**src/hdl/supply_gate_pkg.sv**
```systemverilog
// constants and types for the supply monitor and power-up gate
// assumes a single 25 MHz core clock and active-low async reset
`default_nettype none
package supply_gate_pkg;
  localparam int unsigned CLK_HZ           = 25_000_000;
  localparam int unsigned DBNC_10_US       = 10;
  localparam int unsigned DBNC_100_US      = 100;
  localparam int unsigned DBNC_1000_US     = 1000;
  localparam int unsigned DBNC_10_CYC      = DBNC_10_US * (CLK_HZ / 1_000_000);
  localparam int unsigned DBNC_100_CYC     = DBNC_100_US * (CLK_HZ / 1_000_000);
  localparam int unsigned DBNC_1000_CYC    = DBNC_1000_US * (CLK_HZ / 1_000_000);
  localparam int unsigned FUSE_LOAD_US     = 600;
  localparam int unsigned FUSE_LOAD_CYC    = FUSE_LOAD_US * (CLK_HZ / 1_000_000);
  localparam int unsigned SELFTEST_LPM_US  = 700;
  localparam int unsigned SELFTEST_LPM_CYC = SELFTEST_LPM_US * (CLK_HZ / 1_000_000);
  localparam int unsigned FIRST_SLOT_US    = 100;
  localparam int unsigned FIRST_SLOT_CYC   = FIRST_SLOT_US * (CLK_HZ / 1_000_000);
  localparam int unsigned HOST_RST_US      = 1500;
  localparam int unsigned HOST_RST_CYC     = HOST_RST_US * (CLK_HZ / 1_000_000);
  localparam int unsigned POWER_ON_DEBOUNCE_TIMER_US    = 32;
  localparam int unsigned POWER_ON_DEBOUNCE_TIMER_CYC   = POWER_ON_DEBOUNCE_TIMER_US * (CLK_HZ / 1_000_000);
  localparam int unsigned CNT_W            = 16;

  // register map, byte addresses
  localparam logic [11:0] ADDR_CTRL   = 12'h000;
  localparam logic [11:0] ADDR_STATUS = 12'h004;
  localparam logic [11:0] ADDR_EVENT  = 12'h008;

  // control register fields
  localparam int unsigned CTRL_OV_EN   = 0;
  localparam int unsigned CTRL_OV_SDWN = 1;
  localparam int unsigned CTRL_DBNC_LO = 2;
  localparam int unsigned CTRL_LPOFF   = 4;

  // event register fields (write one to clear)
  localparam int unsigned EVT_OV_IRQ  = 0;
  localparam int unsigned EVT_OV_SDWN = 1;
  localparam int unsigned EVT_ABORT   = 2;

  localparam logic [1:0] DBNC_RESERVED = 2'h3;

  typedef enum logic [2:0] {
    ST_UNPOWERED = 3'b000,
    ST_COIN_CELL = 3'b001,
    ST_FUSE_LOAD = 3'b010,
    ST_LOW_POWER_OFF_STATE    = 3'b011,
    ST_SELF_TEST = 3'b100,
    ST_FIRST     = 3'b101,
    ST_REG_UP    = 3'b110,
    ST_RUN       = 3'b111
  } gate_state_t;
endpackage : supply_gate_pkg
`default_nettype wire

```
**src/hdl/supply_monitor_powerup_gate.sv**
```systemverilog
// supply supervision, fuse-load gating and power-up qualification
// assumes comparator and pin inputs are asynchronous; APB on core_clk
`default_nettype none
module supply_monitor_powerup_gate
  import supply_gate_pkg::*;
#(
  parameter int unsigned FUSE_LOAD_CYCLES  = FUSE_LOAD_CYC,
  parameter int unsigned SELF_TEST_CYCLES  = SELFTEST_LPM_CYC,
  parameter int unsigned HOST_RST_CYCLES   = HOST_RST_CYC,
  parameter int unsigned DBNC_1000_CYCLES  = DBNC_1000_CYC
)(
  input  wire logic        core_clk,
  input  wire logic        resetn,
  input  wire logic        psel,
  input  wire logic        penable,
  input  wire logic        pwrite,
  input  wire logic [11:0] paddr,
  input  wire logic [31:0] pwdata,
  output logic             pready,
  output logic [31:0]      prdata,
  output logic             pslverr,
  input  wire logic        supplyValidThreshold,
  input  wire logic        coinCellInput,
  input  wire logic        inputOvervoltageLockout,
  input  wire logic        overTemperature,
  input  wire logic        powerOnRequestPin,
  input  wire logic        powerOnPinSensitivity,
  input  wire logic        fusedOvervoltageEnableDefault,
  input  wire logic        fusedOvervoltageShutdownDefault,
  input  wire logic [1:0]  fusedDebounceDefault,
  input  wire logic        trimFaultFlag,
  input  wire logic        fuseFaultFlag,
  input  wire logic        selfTestFaultFlag,
  input  wire logic        fuseLoadDone,
  input  wire logic        selfTestDone,
  input  wire logic        lastSlotDone,
  output logic             fuseLoadStart,
  output logic             coreBiasEnable,
  output logic             coinCellMode,
  output logic             selfTestStart,
  output logic             firstSlotStart,
  output logic             powerDownRequest,
  output logic             overvoltageInterrupt,
  output logic             hostResetOutput_n,
  output logic             budgetViolation
);
  // two-flop synchronisers for all asynchronous inputs
  localparam int unsigned NSYNC = 11;
  logic [NSYNC-1:0] asyncIn;
  logic [NSYNC-1:0] syncA_reg;
  logic [NSYNC-1:0] syncB_reg;
  // mode strap synchronised too, so a live change cannot glitch the event select
  assign asyncIn = {supplyValidThreshold, coinCellInput, inputOvervoltageLockout,
                    overTemperature, powerOnRequestPin, trimFaultFlag, fuseFaultFlag,
                    selfTestFaultFlag, fuseLoadDone, selfTestDone, powerOnPinSensitivity};

  genvar gi;
  generate
    for (gi = 0; gi < NSYNC; gi++)
    begin : g_sync
      always_ff @(posedge core_clk or negedge resetn)
      begin
        if (!resetn)
        begin
          syncA_reg[gi] <= 1'b0;
          syncB_reg[gi] <= 1'b0;
        end
        else
        begin
          syncA_reg[gi] <= asyncIn[gi];
          syncB_reg[gi] <= syncA_reg[gi];
        end
      end
    end
  endgenerate

  logic supplyOk, coinOk, ovRaw, hotSync, pinSync, trimBad, fuseBad, testBad;
  logic fuseDoneSync, testDoneSync, sensSync;
  assign {supplyOk, coinOk, ovRaw, hotSync, pinSync, trimBad, fuseBad, testBad,
          fuseDoneSync, testDoneSync, sensSync} = syncB_reg;

  // supply edge detection on the synchronised level
  logic supplyOkDly_reg;
  logic pinDly_reg;
  always_ff @(posedge core_clk or negedge resetn)
  begin
    if (!resetn)
    begin
      supplyOkDly_reg <= 1'b0;
      pinDly_reg      <= 1'b0;
    end
    else
    begin
      supplyOkDly_reg <= supplyOk;
      pinDly_reg      <= pinSync;
    end
  end
  wire supplyRise = supplyOk & ~supplyOkDly_reg;
  wire pinRise    = pinSync & ~pinDly_reg;
  wire pinFall    = ~pinSync & pinDly_reg;

  // control register
  logic       ovEnable_reg;
  logic       ovShutdown_reg;
  logic [1:0] ovDbnc_reg;
  logic       lpOffSelect_reg;
  logic       shutdownDefault_reg;
  logic [2:0] events_reg;
  gate_state_t state_reg, state_next;

  wire apbAccess  = psel & penable;
  wire apbWrite   = apbAccess & pwrite;
  wire selCtrl    = (paddr == ADDR_CTRL);
  wire selStatus  = (paddr == ADDR_STATUS);
  wire selEvent   = (paddr == ADDR_EVENT);
  wire addrHit    = selCtrl | selStatus | selEvent;
  // control writes only in run, so boot never sees half-loaded settings
  wire ctrlWrite  = apbWrite & selCtrl & (state_reg == ST_RUN);
  wire eventWrite = apbWrite & selEvent;
  wire [1:0] wrDbnc = pwdata[CTRL_DBNC_LO +: 2];

  // fuses copied only once the supply has crossed the threshold
  wire fuseCopy = (state_reg == ST_FUSE_LOAD) & fuseDoneSync;

  always_ff @(posedge core_clk or negedge resetn)
  begin
    if (!resetn)
    begin
      ovEnable_reg        <= 1'b0;
      ovShutdown_reg      <= 1'b0;
      ovDbnc_reg          <= 2'h0;
      shutdownDefault_reg <= 1'b0;
    end
    else if (fuseCopy)
    begin
      ovEnable_reg        <= fusedOvervoltageEnableDefault;
      ovShutdown_reg      <= fusedOvervoltageShutdownDefault;
      ovDbnc_reg          <= fusedDebounceDefault;
      shutdownDefault_reg <= fusedOvervoltageShutdownDefault;
    end
    else if (ctrlWrite)
    begin
      ovEnable_reg   <= pwdata[CTRL_OV_EN];
      ovShutdown_reg <= pwdata[CTRL_OV_SDWN];
      // reserved code ignored so the debounce always has a defined length
      if (wrDbnc != DBNC_RESERVED)
        ovDbnc_reg <= wrDbnc;
    end
  end

  // low-power-off select: cleared on each crossing, else loaded by a control write, else kept
  always_ff @(posedge core_clk or negedge resetn)
  begin
    if (!resetn)
      lpOffSelect_reg <= 1'b0;
    else if (supplyRise)
      lpOffSelect_reg <= 1'b0;
    else if (ctrlWrite)
      lpOffSelect_reg <= pwdata[CTRL_LPOFF];
  end

  // overvoltage debounce
  logic [CNT_W-1:0] ovCnt_reg;
  logic             ovEvent_reg;
  wire  [CNT_W-1:0] ovLimit = (ovDbnc_reg == 2'h0) ? CNT_W'(DBNC_10_CYC) :
                              (ovDbnc_reg == 2'h1) ? CNT_W'(DBNC_100_CYC) :
                                                     CNT_W'(DBNC_1000_CYCLES);
  wire ovActive = ovRaw & ovEnable_reg;
  always_ff @(posedge core_clk or negedge resetn)
  begin
    if (!resetn)
    begin
      ovCnt_reg   <= '0;
      ovEvent_reg <= 1'b0;
    end
    else if (!ovActive)
    begin
      ovCnt_reg   <= '0;
      ovEvent_reg <= 1'b0;
    end
    else if (ovCnt_reg >= ovLimit - CNT_W'(1))
      ovEvent_reg <= 1'b1;
    else
      ovCnt_reg <= ovCnt_reg + CNT_W'(1);
  end
  logic ovEventDly_reg;
  always_ff @(posedge core_clk or negedge resetn)
  begin
    if (!resetn)
      ovEventDly_reg <= 1'b0;
    else
      ovEventDly_reg <= ovEvent_reg;
  end
  wire ovNew = ovEvent_reg & ~ovEventDly_reg;

  // power-on pin event, level or debounced falling edge
  logic [CNT_W-1:0] pinCnt_reg;
  logic             pinArmed_reg;
  always_ff @(posedge core_clk or negedge resetn)
  begin
    if (!resetn)
    begin
      pinCnt_reg   <= '0;
      pinArmed_reg <= 1'b0;
    end
    else if (pinFall)
    begin
      pinCnt_reg   <= '0;
      pinArmed_reg <= 1'b1;
    end
    else if (pinSync)
      pinArmed_reg <= 1'b0;
    else if (pinArmed_reg && pinCnt_reg != CNT_W'(POWER_ON_DEBOUNCE_TIMER_CYC))
      pinCnt_reg <= pinCnt_reg + CNT_W'(1);
    else
      pinArmed_reg <= 1'b0;
  end
  // one-cycle event per press: a pin left low cannot restart an aborted power-up;
  // an event refused by the qualification is dropped, not queued
  wire edgeEvent  = pinArmed_reg & (pinCnt_reg == CNT_W'(POWER_ON_DEBOUNCE_TIMER_CYC));
  wire powerEvent = sensSync ? edgeEvent : pinSync;

  // qualification of a power-up event
  // fused default, not the live bit, decides whether overvoltage blocks power-up
  wire ovBlocks   = ovEvent_reg & shutdownDefault_reg;
  wire upAllowed  = supplyOk & ~ovBlocks & ~hotSync &
                    ~trimBad & ~fuseBad & ~testBad;
  wire ovShutdown = ovEvent_reg & ovEnable_reg & ovShutdown_reg;

  // budget timer, restarted on each phase entry
  logic [CNT_W-1:0] phaseCnt_reg;
  logic             budgetViolation_reg;
  wire phaseChange = (state_next != state_reg);
  wire [CNT_W-1:0] phaseLimit =
    (state_reg == ST_FUSE_LOAD) ? CNT_W'(FUSE_LOAD_CYCLES) :
    (state_reg == ST_SELF_TEST) ? CNT_W'(SELF_TEST_CYCLES) :
    (state_reg == ST_FIRST)     ? CNT_W'(FIRST_SLOT_CYC) :
                                  CNT_W'(HOST_RST_CYCLES);
  wire phaseExpired = (phaseCnt_reg >= phaseLimit);

  always_ff @(posedge core_clk or negedge resetn)
  begin
    if (!resetn)
      phaseCnt_reg <= '0;
    else if (phaseChange)
      phaseCnt_reg <= '0;
    else if (!phaseExpired)
      phaseCnt_reg <= phaseCnt_reg + CNT_W'(1);
  end

  // state machine
  always_comb
  begin
    state_next = state_reg;
    case (state_reg)
      ST_UNPOWERED, ST_COIN_CELL:
      begin
        if (supplyOk)
          state_next = ST_FUSE_LOAD;
        else
          state_next = coinOk ? ST_COIN_CELL : ST_UNPOWERED;
      end
      ST_FUSE_LOAD:
        if (fuseDoneSync)
          state_next = ST_LOW_POWER_OFF_STATE;
      ST_LOW_POWER_OFF_STATE:
        if (powerEvent && upAllowed)
          state_next = ST_SELF_TEST;
      ST_SELF_TEST:
        if (testDoneSync)
          state_next = ST_FIRST;
      ST_FIRST:
        state_next = (ovBlocks) ? ST_LOW_POWER_OFF_STATE : ST_REG_UP;
      // a missing last-slot report must not strand the host in reset
      ST_REG_UP:
        if (ovBlocks)
          state_next = ST_LOW_POWER_OFF_STATE;
        else if (lastSlotDone || phaseExpired)
          state_next = ST_RUN;
      ST_RUN:
        if (ovShutdown)
          state_next = ST_LOW_POWER_OFF_STATE;
      default:
        state_next = ST_UNPOWERED;
    endcase
    if (!supplyOk && state_reg != ST_UNPOWERED && state_reg != ST_COIN_CELL)
      state_next = coinOk ? ST_COIN_CELL : ST_UNPOWERED;
  end

  always_ff @(posedge core_clk or negedge resetn)
  begin
    if (!resetn)
      state_reg <= ST_UNPOWERED;
    else
      state_reg <= state_next;
  end

  // budget overrun is sticky until the supply cycles
  wire budgetMiss = phaseExpired & ~phaseChange &
                    ((state_reg == ST_FUSE_LOAD) | (state_reg == ST_SELF_TEST));
  always_ff @(posedge core_clk or negedge resetn)
  begin
    if (!resetn)
      budgetViolation_reg <= 1'b0;
    else if (budgetMiss)
      budgetViolation_reg <= 1'b1;
    else if (supplyRise)
      budgetViolation_reg <= 1'b0;
  end

  // events: hardware set wins over software clear
  wire abortEvt = ovBlocks & ((state_reg == ST_FIRST) | (state_reg == ST_REG_UP));
  wire [2:0] evtSet;
  assign evtSet[EVT_OV_IRQ]  = ovNew & ~ovShutdown_reg;
  assign evtSet[EVT_OV_SDWN] = ovShutdown & (state_reg == ST_RUN);
  assign evtSet[EVT_ABORT]   = abortEvt;
  wire [2:0] evtClr = eventWrite ? pwdata[2:0] : 3'h0;
  always_ff @(posedge core_clk or negedge resetn)
  begin
    if (!resetn)
      events_reg <= 3'h0;
    else
      events_reg <= evtSet | (events_reg & ~evtClr);
  end

  // registered outputs
  always_ff @(posedge core_clk or negedge resetn)
  begin
    if (!resetn)
    begin
      fuseLoadStart        <= 1'b0;
      coreBiasEnable       <= 1'b0;
      coinCellMode         <= 1'b0;
      selfTestStart        <= 1'b0;
      firstSlotStart       <= 1'b0;
      powerDownRequest     <= 1'b0;
      overvoltageInterrupt <= 1'b0;
      hostResetOutput_n    <= 1'b0;
      budgetViolation      <= 1'b0;
    end
    else
    begin
      fuseLoadStart        <= (state_reg == ST_FUSE_LOAD);
      coreBiasEnable       <= (state_reg != ST_UNPOWERED) && (state_reg != ST_COIN_CELL);
      coinCellMode         <= (state_reg == ST_COIN_CELL);
      selfTestStart        <= (state_reg == ST_SELF_TEST);
      firstSlotStart       <= (state_reg == ST_FIRST);
      powerDownRequest     <= (state_reg == ST_RUN) & ovShutdown;
      overvoltageInterrupt <= events_reg[EVT_OV_IRQ];
      hostResetOutput_n    <= (state_reg == ST_RUN);
      budgetViolation      <= budgetViolation_reg;
    end
  end

  // apb read data, zero wait states
  wire [31:0] ctrlRead   = {27'h0, lpOffSelect_reg, ovDbnc_reg, ovShutdown_reg, ovEnable_reg};
  wire [31:0] statusRead = {22'h0, budgetViolation_reg, ovEvent_reg, shutdownDefault_reg,
                            sensSync, pinSync, supplyOk, 1'b0, state_reg};
  wire [31:0] eventRead  = {29'h0, events_reg};
  wire [31:0] readMux    = selCtrl   ? ctrlRead :
                           selStatus ? statusRead :
                           selEvent  ? eventRead : 32'h0;
  always_ff @(posedge core_clk or negedge resetn)
  begin
    if (!resetn)
      prdata <= 32'h0;
    else if (psel && !penable && !pwrite)
      prdata <= readMux;
  end
  assign pready  = 1'b1;
  assign pslverr = apbAccess & ~addrHit;
endmodule : supply_monitor_powerup_gate
`default_nettype wire

```
**config.mk**
```make
export PLATFORM = sky130hd
export DESIGN_NAME = supply_monitor_powerup_gate
export DESIGN_NICKNAME = d
export VERILOG_FILES = /design/src/hdl/supply_gate_pkg.sv /design/src/hdl/supply_monitor_powerup_gate.sv
export SDC_FILE = /design/constraint.sdc
export NUM_CORES = 1
export LEC_CHECK = 0
export ABC_AREA = 1
export BUFFER_PORTS_ARGS = -buffer_cell sky130_fd_sc_hd__buf_4
export CORE_ASPECT_RATIO = 1.5
export CORE_MARGIN = 8
export CORE_UTILIZATION = 35
export CTS_BUF_LIST = sky130_fd_sc_hd__clkbuf_16
export DETAILED_ROUTE_END_ITERATION = 6
export GPL_TIMING_DRIVEN = 0
export RECOVER_POWER = 25
export SLEW_MARGIN = 20
export SYNTH_ARGS = -nofsm -noshare
export SYNTH_HDL_FRONTEND = slang
export SYNTH_SLANG_ARGS = --single-unit
```
**constraint.sdc**
```tcl
create_clock -name core_clk -period 2.9 [get_ports core_clk]
set_input_delay 0.145 -clock core_clk [delete_from_list [all_inputs] [get_ports core_clk]]
set_output_delay 0.145 -clock core_clk [all_outputs]
set_load 0.02 [all_outputs]
```
==> load_flow_metrics.sql <==
INSERT INTO impl_metrics (metric_group, metric, value, unit) VALUES
('run_status', 'outcome', 'completed', ''),
('timing', 'max_slew.worst_pin.slew', '1.48', 'ns'),
('timing', 'setup_viol_count_final', '0', ''),
('timing', 'maxSlewViolCount', '0', ''),
('detailed_routing', 'drt_wl_total', '14100', 'um'),
('clock_network', 'clock_sink_count', '107', ''),
('placed_design', 'placed_cells_incl_taps', '953', ''),
('clock_network', 'cts_tree', 'done', ''),
('timing', 'rsz0062_at_grt', 'no', ''),
('timing', 'final_min_period_over_clock_period', '0.924', ''),
('worst_setup_path', 'critical_setup_path_kind', 'register to register', ''),
('detailed_routing', 'detail_route.iter0.violations', '130', ''),
('synth', 'post_synth.cell_area_avg', '8.44', 'um^2'),
('floorplanning', 'start_util', '0.353', ''),
('power_and_ir_drop', 'leakagePower', '3.23', 'nW'),
('synth', 'synth.cell_area', '0.00564', 'mm^2'),
('placed_design', 'buffer_ports.inserted', '57', ''),
('timing', 'clock_period_minus_final_worst_setup_slack', '2.68', 'ns'),
('floorplanning', 'core_area', '0.0160', 'mm^2'),
('detailed_routing', 'avgRoutedWirePerCell', '14.3', 'um'),
('floorplanning', 'die_width', '120', 'um'),
('clock_network', 'clockBufferDepth', '2', ''),
('detailed_routing', 'via_per_inst', '4.70', ''),
('timing', 'finalHoldViolCount', '0', ''),
('worst_setup_path', 'path_max_fanout', '10', ''),
('timing', 'max_freq', '373', 'MHz'),
('cells_and_area', 'final_cell_count_no_fill', '988', ''),
('cells_and_area', 'fillerInstances', '1657', ''),
('clock_network', 'clock_insertion_delay_worst_skew', '0.36', 'ns'),
('power_and_ir_drop', 'max-vdd-ir-drop', '0.000238', 'V'),
('timing', 'finalClockSkew', '0.0136', 'ns'),
('power_and_ir_drop', 'powerDensity', '477', 'mW/mm^2'),
('worst_setup_path', 'worst_setup_path_start_kind', 'register', ''),
('floorplanning', 'fp.dieArea', '0.0205', 'mm^2'),
('cells_and_area', 'stdcell_area', '0.00683', 'mm^2'),
('synth', 'postSynthRegisterBits', '107', ''),
('synth', 'synth_cell_types', '41', ''),
('floorplanning', 'boundaryPins', '108', ''),
('clock_network', 'cts-htree-levels', '3', ''),
('cells_and_area', 'antennaDiodeCount', '0', ''),
('worst_setup_path', 'worstSetupEndpointType', 'register', ''),
('detailed_routing', 'detailroute.via_count', '4639', ''),
('clock_network', 'tritoncts.num_buffers', '9', ''),
('synth', 'synth_cells', '668', ''),
('timing', 'max-slew-margin-rel', '0.0165', ''),
('grt', 'gr-usage-all-layers', '0.142', ''),
('cells_and_area', 'fin_nets', '869', ''),
('grt', 'pin_count_of_the_biggest_net_entering_global_routing', '108', ''),
('grt', 'first_global_vias', '4740', ''),
('cells_and_area', 'final_layout_size_suffix_gt1_frac', '0.147', ''),
('placed_design', 'dp_worst_setup_slack', '-0.175', 'ns'),
('grt', 'grt_first_pass_wirelength', '23000', 'um'),
('floorplanning', 'die_y', '171', 'um'),
('synth', 'synth_enable_flop_cells', '0', ''),
('grt', 'number_of_antenna_violations_at_the_first_check_in_global_routing', '0', ''),
('synth', 'seq_area_frac_synth', '0.475', ''),
('cells_and_area', 'utilization', '0.428', ''),
('detailed_routing', 'final_antenna_net_count', '0', ''),
('synth', 'yosys_warnings', '0', ''),
('placed_design', 'placed_cell_area', '0.00641', 'mm^2'),
('run', 'cap_viol_max_count', '0', ''),
('placed_design', 'routabilityCongestion', '0.925', ''),
('timing', 'totalNegativeSetupSlack', '0', 'ns'),
('clock_network', 'cts_root_buffer', 'sky130_fd_sc_hd__clkbuf_16', ''),
('worst_setup_path', 'critPathRequiredTime', '3.14', 'ns'),
('worst_setup_path', 'arrival_worst_endpoint', '2.91', 'ns'),
('timing', 'timing.final.ws_setup', '0.221', 'ns'),
('synth', 'synth_top_flop_cell', 'sky130_fd_sc_hd__dfrtp_1', ''),
('detailed_routing', 'remaining_design_rule_violation_count', '0', ''),
('synth', 'asyncSetResetFlopFracSynth', '1.00', ''),
('grt', 'globalRoute.totalOverflow', '0', ''),
('cells_and_area', 'post_synthesis_to_final_layout_area_growth', '21.2', '%'),
('detailed_routing', 'detailedRoute.firstPassIterationCount', '4', ''),
('clock_network', 'clkTransAtPathRegs', '0.08', 'ns'),
('placed_design', 'post-dp-hpwl', '10900', 'um'),
('hold_path', 'timing.hold.worst.class', 'primary input to register', ''),
('floorplanning', 'fp-row-count', '57', '');
==> logic make-up after synthesis <==
kind of cell             share of synthesized area
flip-flops                                   0.475
other                                      0.00133
AO/OA/AOI/OAI                                0.101
adder cells (fa/ha/maj)                     0.0599
AND/OR/NAND/NOR                              0.237
XOR/XNOR                                    0.0233
buffers and inverters                        0.103
==> cell type report <==
cell class              instances  area [um^2]  share of cell area
clock inverters                 7         70.1              0.0103
multi-input cells             454         2490               0.364
clock buffers                   9          225              0.0330
well taps                     206          258              0.0377
plain buffers                  28          200              0.0293
repair buffers                 76          526              0.0769
inverters                     101          384              0.0562
flip-flops and latches        107         2680               0.392
==> metal layers <==
metal / GRT usage / up-vias / share of wire
met5: 0 / - / 0
met4: 0.0731 / 0 / 0.035
met3: 0.0246 / 31 / 0.026
met2: 0.262 / 80 / 0.54
met1: 0.151 / 2146 / 0.40
li1: - / 2382 / -
==> cells in the final DEF, fill, tap and decap left out, drive strengths merged, types with 2 or more instances in the layout <==
cell         count
o21ai           35
nor4            10
nor3            36
nand3           31
o31ai            8
o211ai           4
a21oi           33
nand4           22
a31oi            5
a221oi           2
dlygate4sd3     12
a211oi           3
o21bai           2
inv            104
ha              27
buf             56
clkinv           3
nand2          130
dfrtp          107
nor2            60
clkbuf          45
xor2            14
conb            24
==> cell usage after synthesis, types with 3 or more instances <==
master | n | area, um^2
sky130_fd_sc_hd__nand2_1 | 124 | 465
sky130_fd_sc_hd__dfrtp_1 | 107 | 2680
sky130_fd_sc_hd__inv_1 | 96 | 360
sky130_fd_sc_hd__nor2_1 | 51 | 191
sky130_fd_sc_hd__nor3_1 | 34 | 170
sky130_fd_sc_hd__o21ai_0 | 34 | 170
sky130_fd_sc_hd__a21oi_1 | 31 | 155
sky130_fd_sc_hd__nand3_1 | 30 | 150
sky130_fd_sc_hd__ha_1 | 27 | 338
sky130_fd_sc_hd__buf_4 | 23 | 173
sky130_fd_sc_hd__nand4_1 | 22 | 138
sky130_fd_sc_hd__xor2_1 | 14 | 123
sky130_fd_sc_hd__nor4_1 | 10 | 62.6
sky130_fd_sc_hd__o31ai_1 | 8 | 60.1
sky130_fd_sc_hd__nor2_2 | 7 | 43.8
sky130_fd_sc_hd__a31oi_1 | 5 | 31.3
sky130_fd_sc_hd__nand2_2 | 5 | 31.3
sky130_fd_sc_hd__clkbuf_1 | 4 | 15.0
sky130_fd_sc_hd__inv_2 | 4 | 15.0
sky130_fd_sc_hd__o211ai_1 | 4 | 30.0
sky130_fd_sc_hd__a211oi_1 | 3 | 22.5
==> metrics by stage <==
step           hold WS, ns  total power (W)
6_report            0.0383          0.00326
5_1_grt             0.0388          0.00343
4_1_cts             0.0314          0.00330
3_5_place_dp         0.256          0.00205
3_3_place_gp         0.255          0.00204
2_1_floorplan       -0.151          0.00189
==> critical path: stages, from the launching register on <==
cell,delay [ns]
sky130_fd_sc_hd__dfrtp_2,0.51
sky130_fd_sc_hd__inv_6,0.14
sky130_fd_sc_hd__nand3_4,0.13
sky130_fd_sc_hd__nand2_1,0.10
sky130_fd_sc_hd__inv_1,0.06
sky130_fd_sc_hd__ha_1,0.28
sky130_fd_sc_hd__a21oi_1,0.13
sky130_fd_sc_hd__o21ai_0,0.10
sky130_fd_sc_hd__a21oi_1,0.19
sky130_fd_sc_hd__nand4_1,0.13
sky130_fd_sc_hd__nand2_1,0.08
sky130_fd_sc_hd__nand2_1,0.06
sky130_fd_sc_hd__nand2_1,0.09
sky130_fd_sc_hd__nand2_2,0.06
sky130_fd_sc_hd__nand2_2,0.07
sky130_fd_sc_hd__nand2_4,0.06
sky130_fd_sc_hd__nand2_2,0.11
sky130_fd_sc_hd__buf_6,0.19
sky130_fd_sc_hd__nor3_4,0.04
==> final timing paths <==
kind | startpoint | to | slack (ns) | cells past startpoint
max | state_reg[0]$_DFF_PN0_ | phaseCnt_reg[10]$_DFFE_PN0P_ | 0.22 | 18
min | fusedOvervoltageEnableDefault | ovEnable_reg$_DFFE_PN0P_ | 0.04 | 3
max reg2reg | state_reg[0]$_DFF_PN0_ | phaseCnt_reg[10]$_DFFE_PN0P_ | 0.22 | 18
min reg2reg | syncA_reg[6]$_DFF_PN0_ | pinSync$_DFF_PN0_ | 0.35 | 0
max in group asynchronous | resetn | state_reg[0]$_DFF_PN0_ | 1.20 | 2
min in group asynchronous | resetn | syncA_reg[5]$_DFF_PN0_ | 0.69 | 2
==> power breakdown <==
part | switching, W | internal, W | total [W]
clock | 0.000618 | 0.000608 | 0.00123
sequential | 0.0000519 | 0.00155 | 0.00160
combinational | 0.000272 | 0.000159 | 0.000430
total | 0.000941 | 0.00232 | 0.00326
==> repair_timing <==
item                                    in CTS  in global routing
gates resized for setup                      5                  7
hold buffers                                12                  0
hold endpoints to repair                    96                  0
endpoints found under the setup margin      17                 18
gates cloned                                 0                  0
setup buffers                                1                  6
pin swaps                                    0                  4
Note: power is estimated with default switching activity, not from simulation.
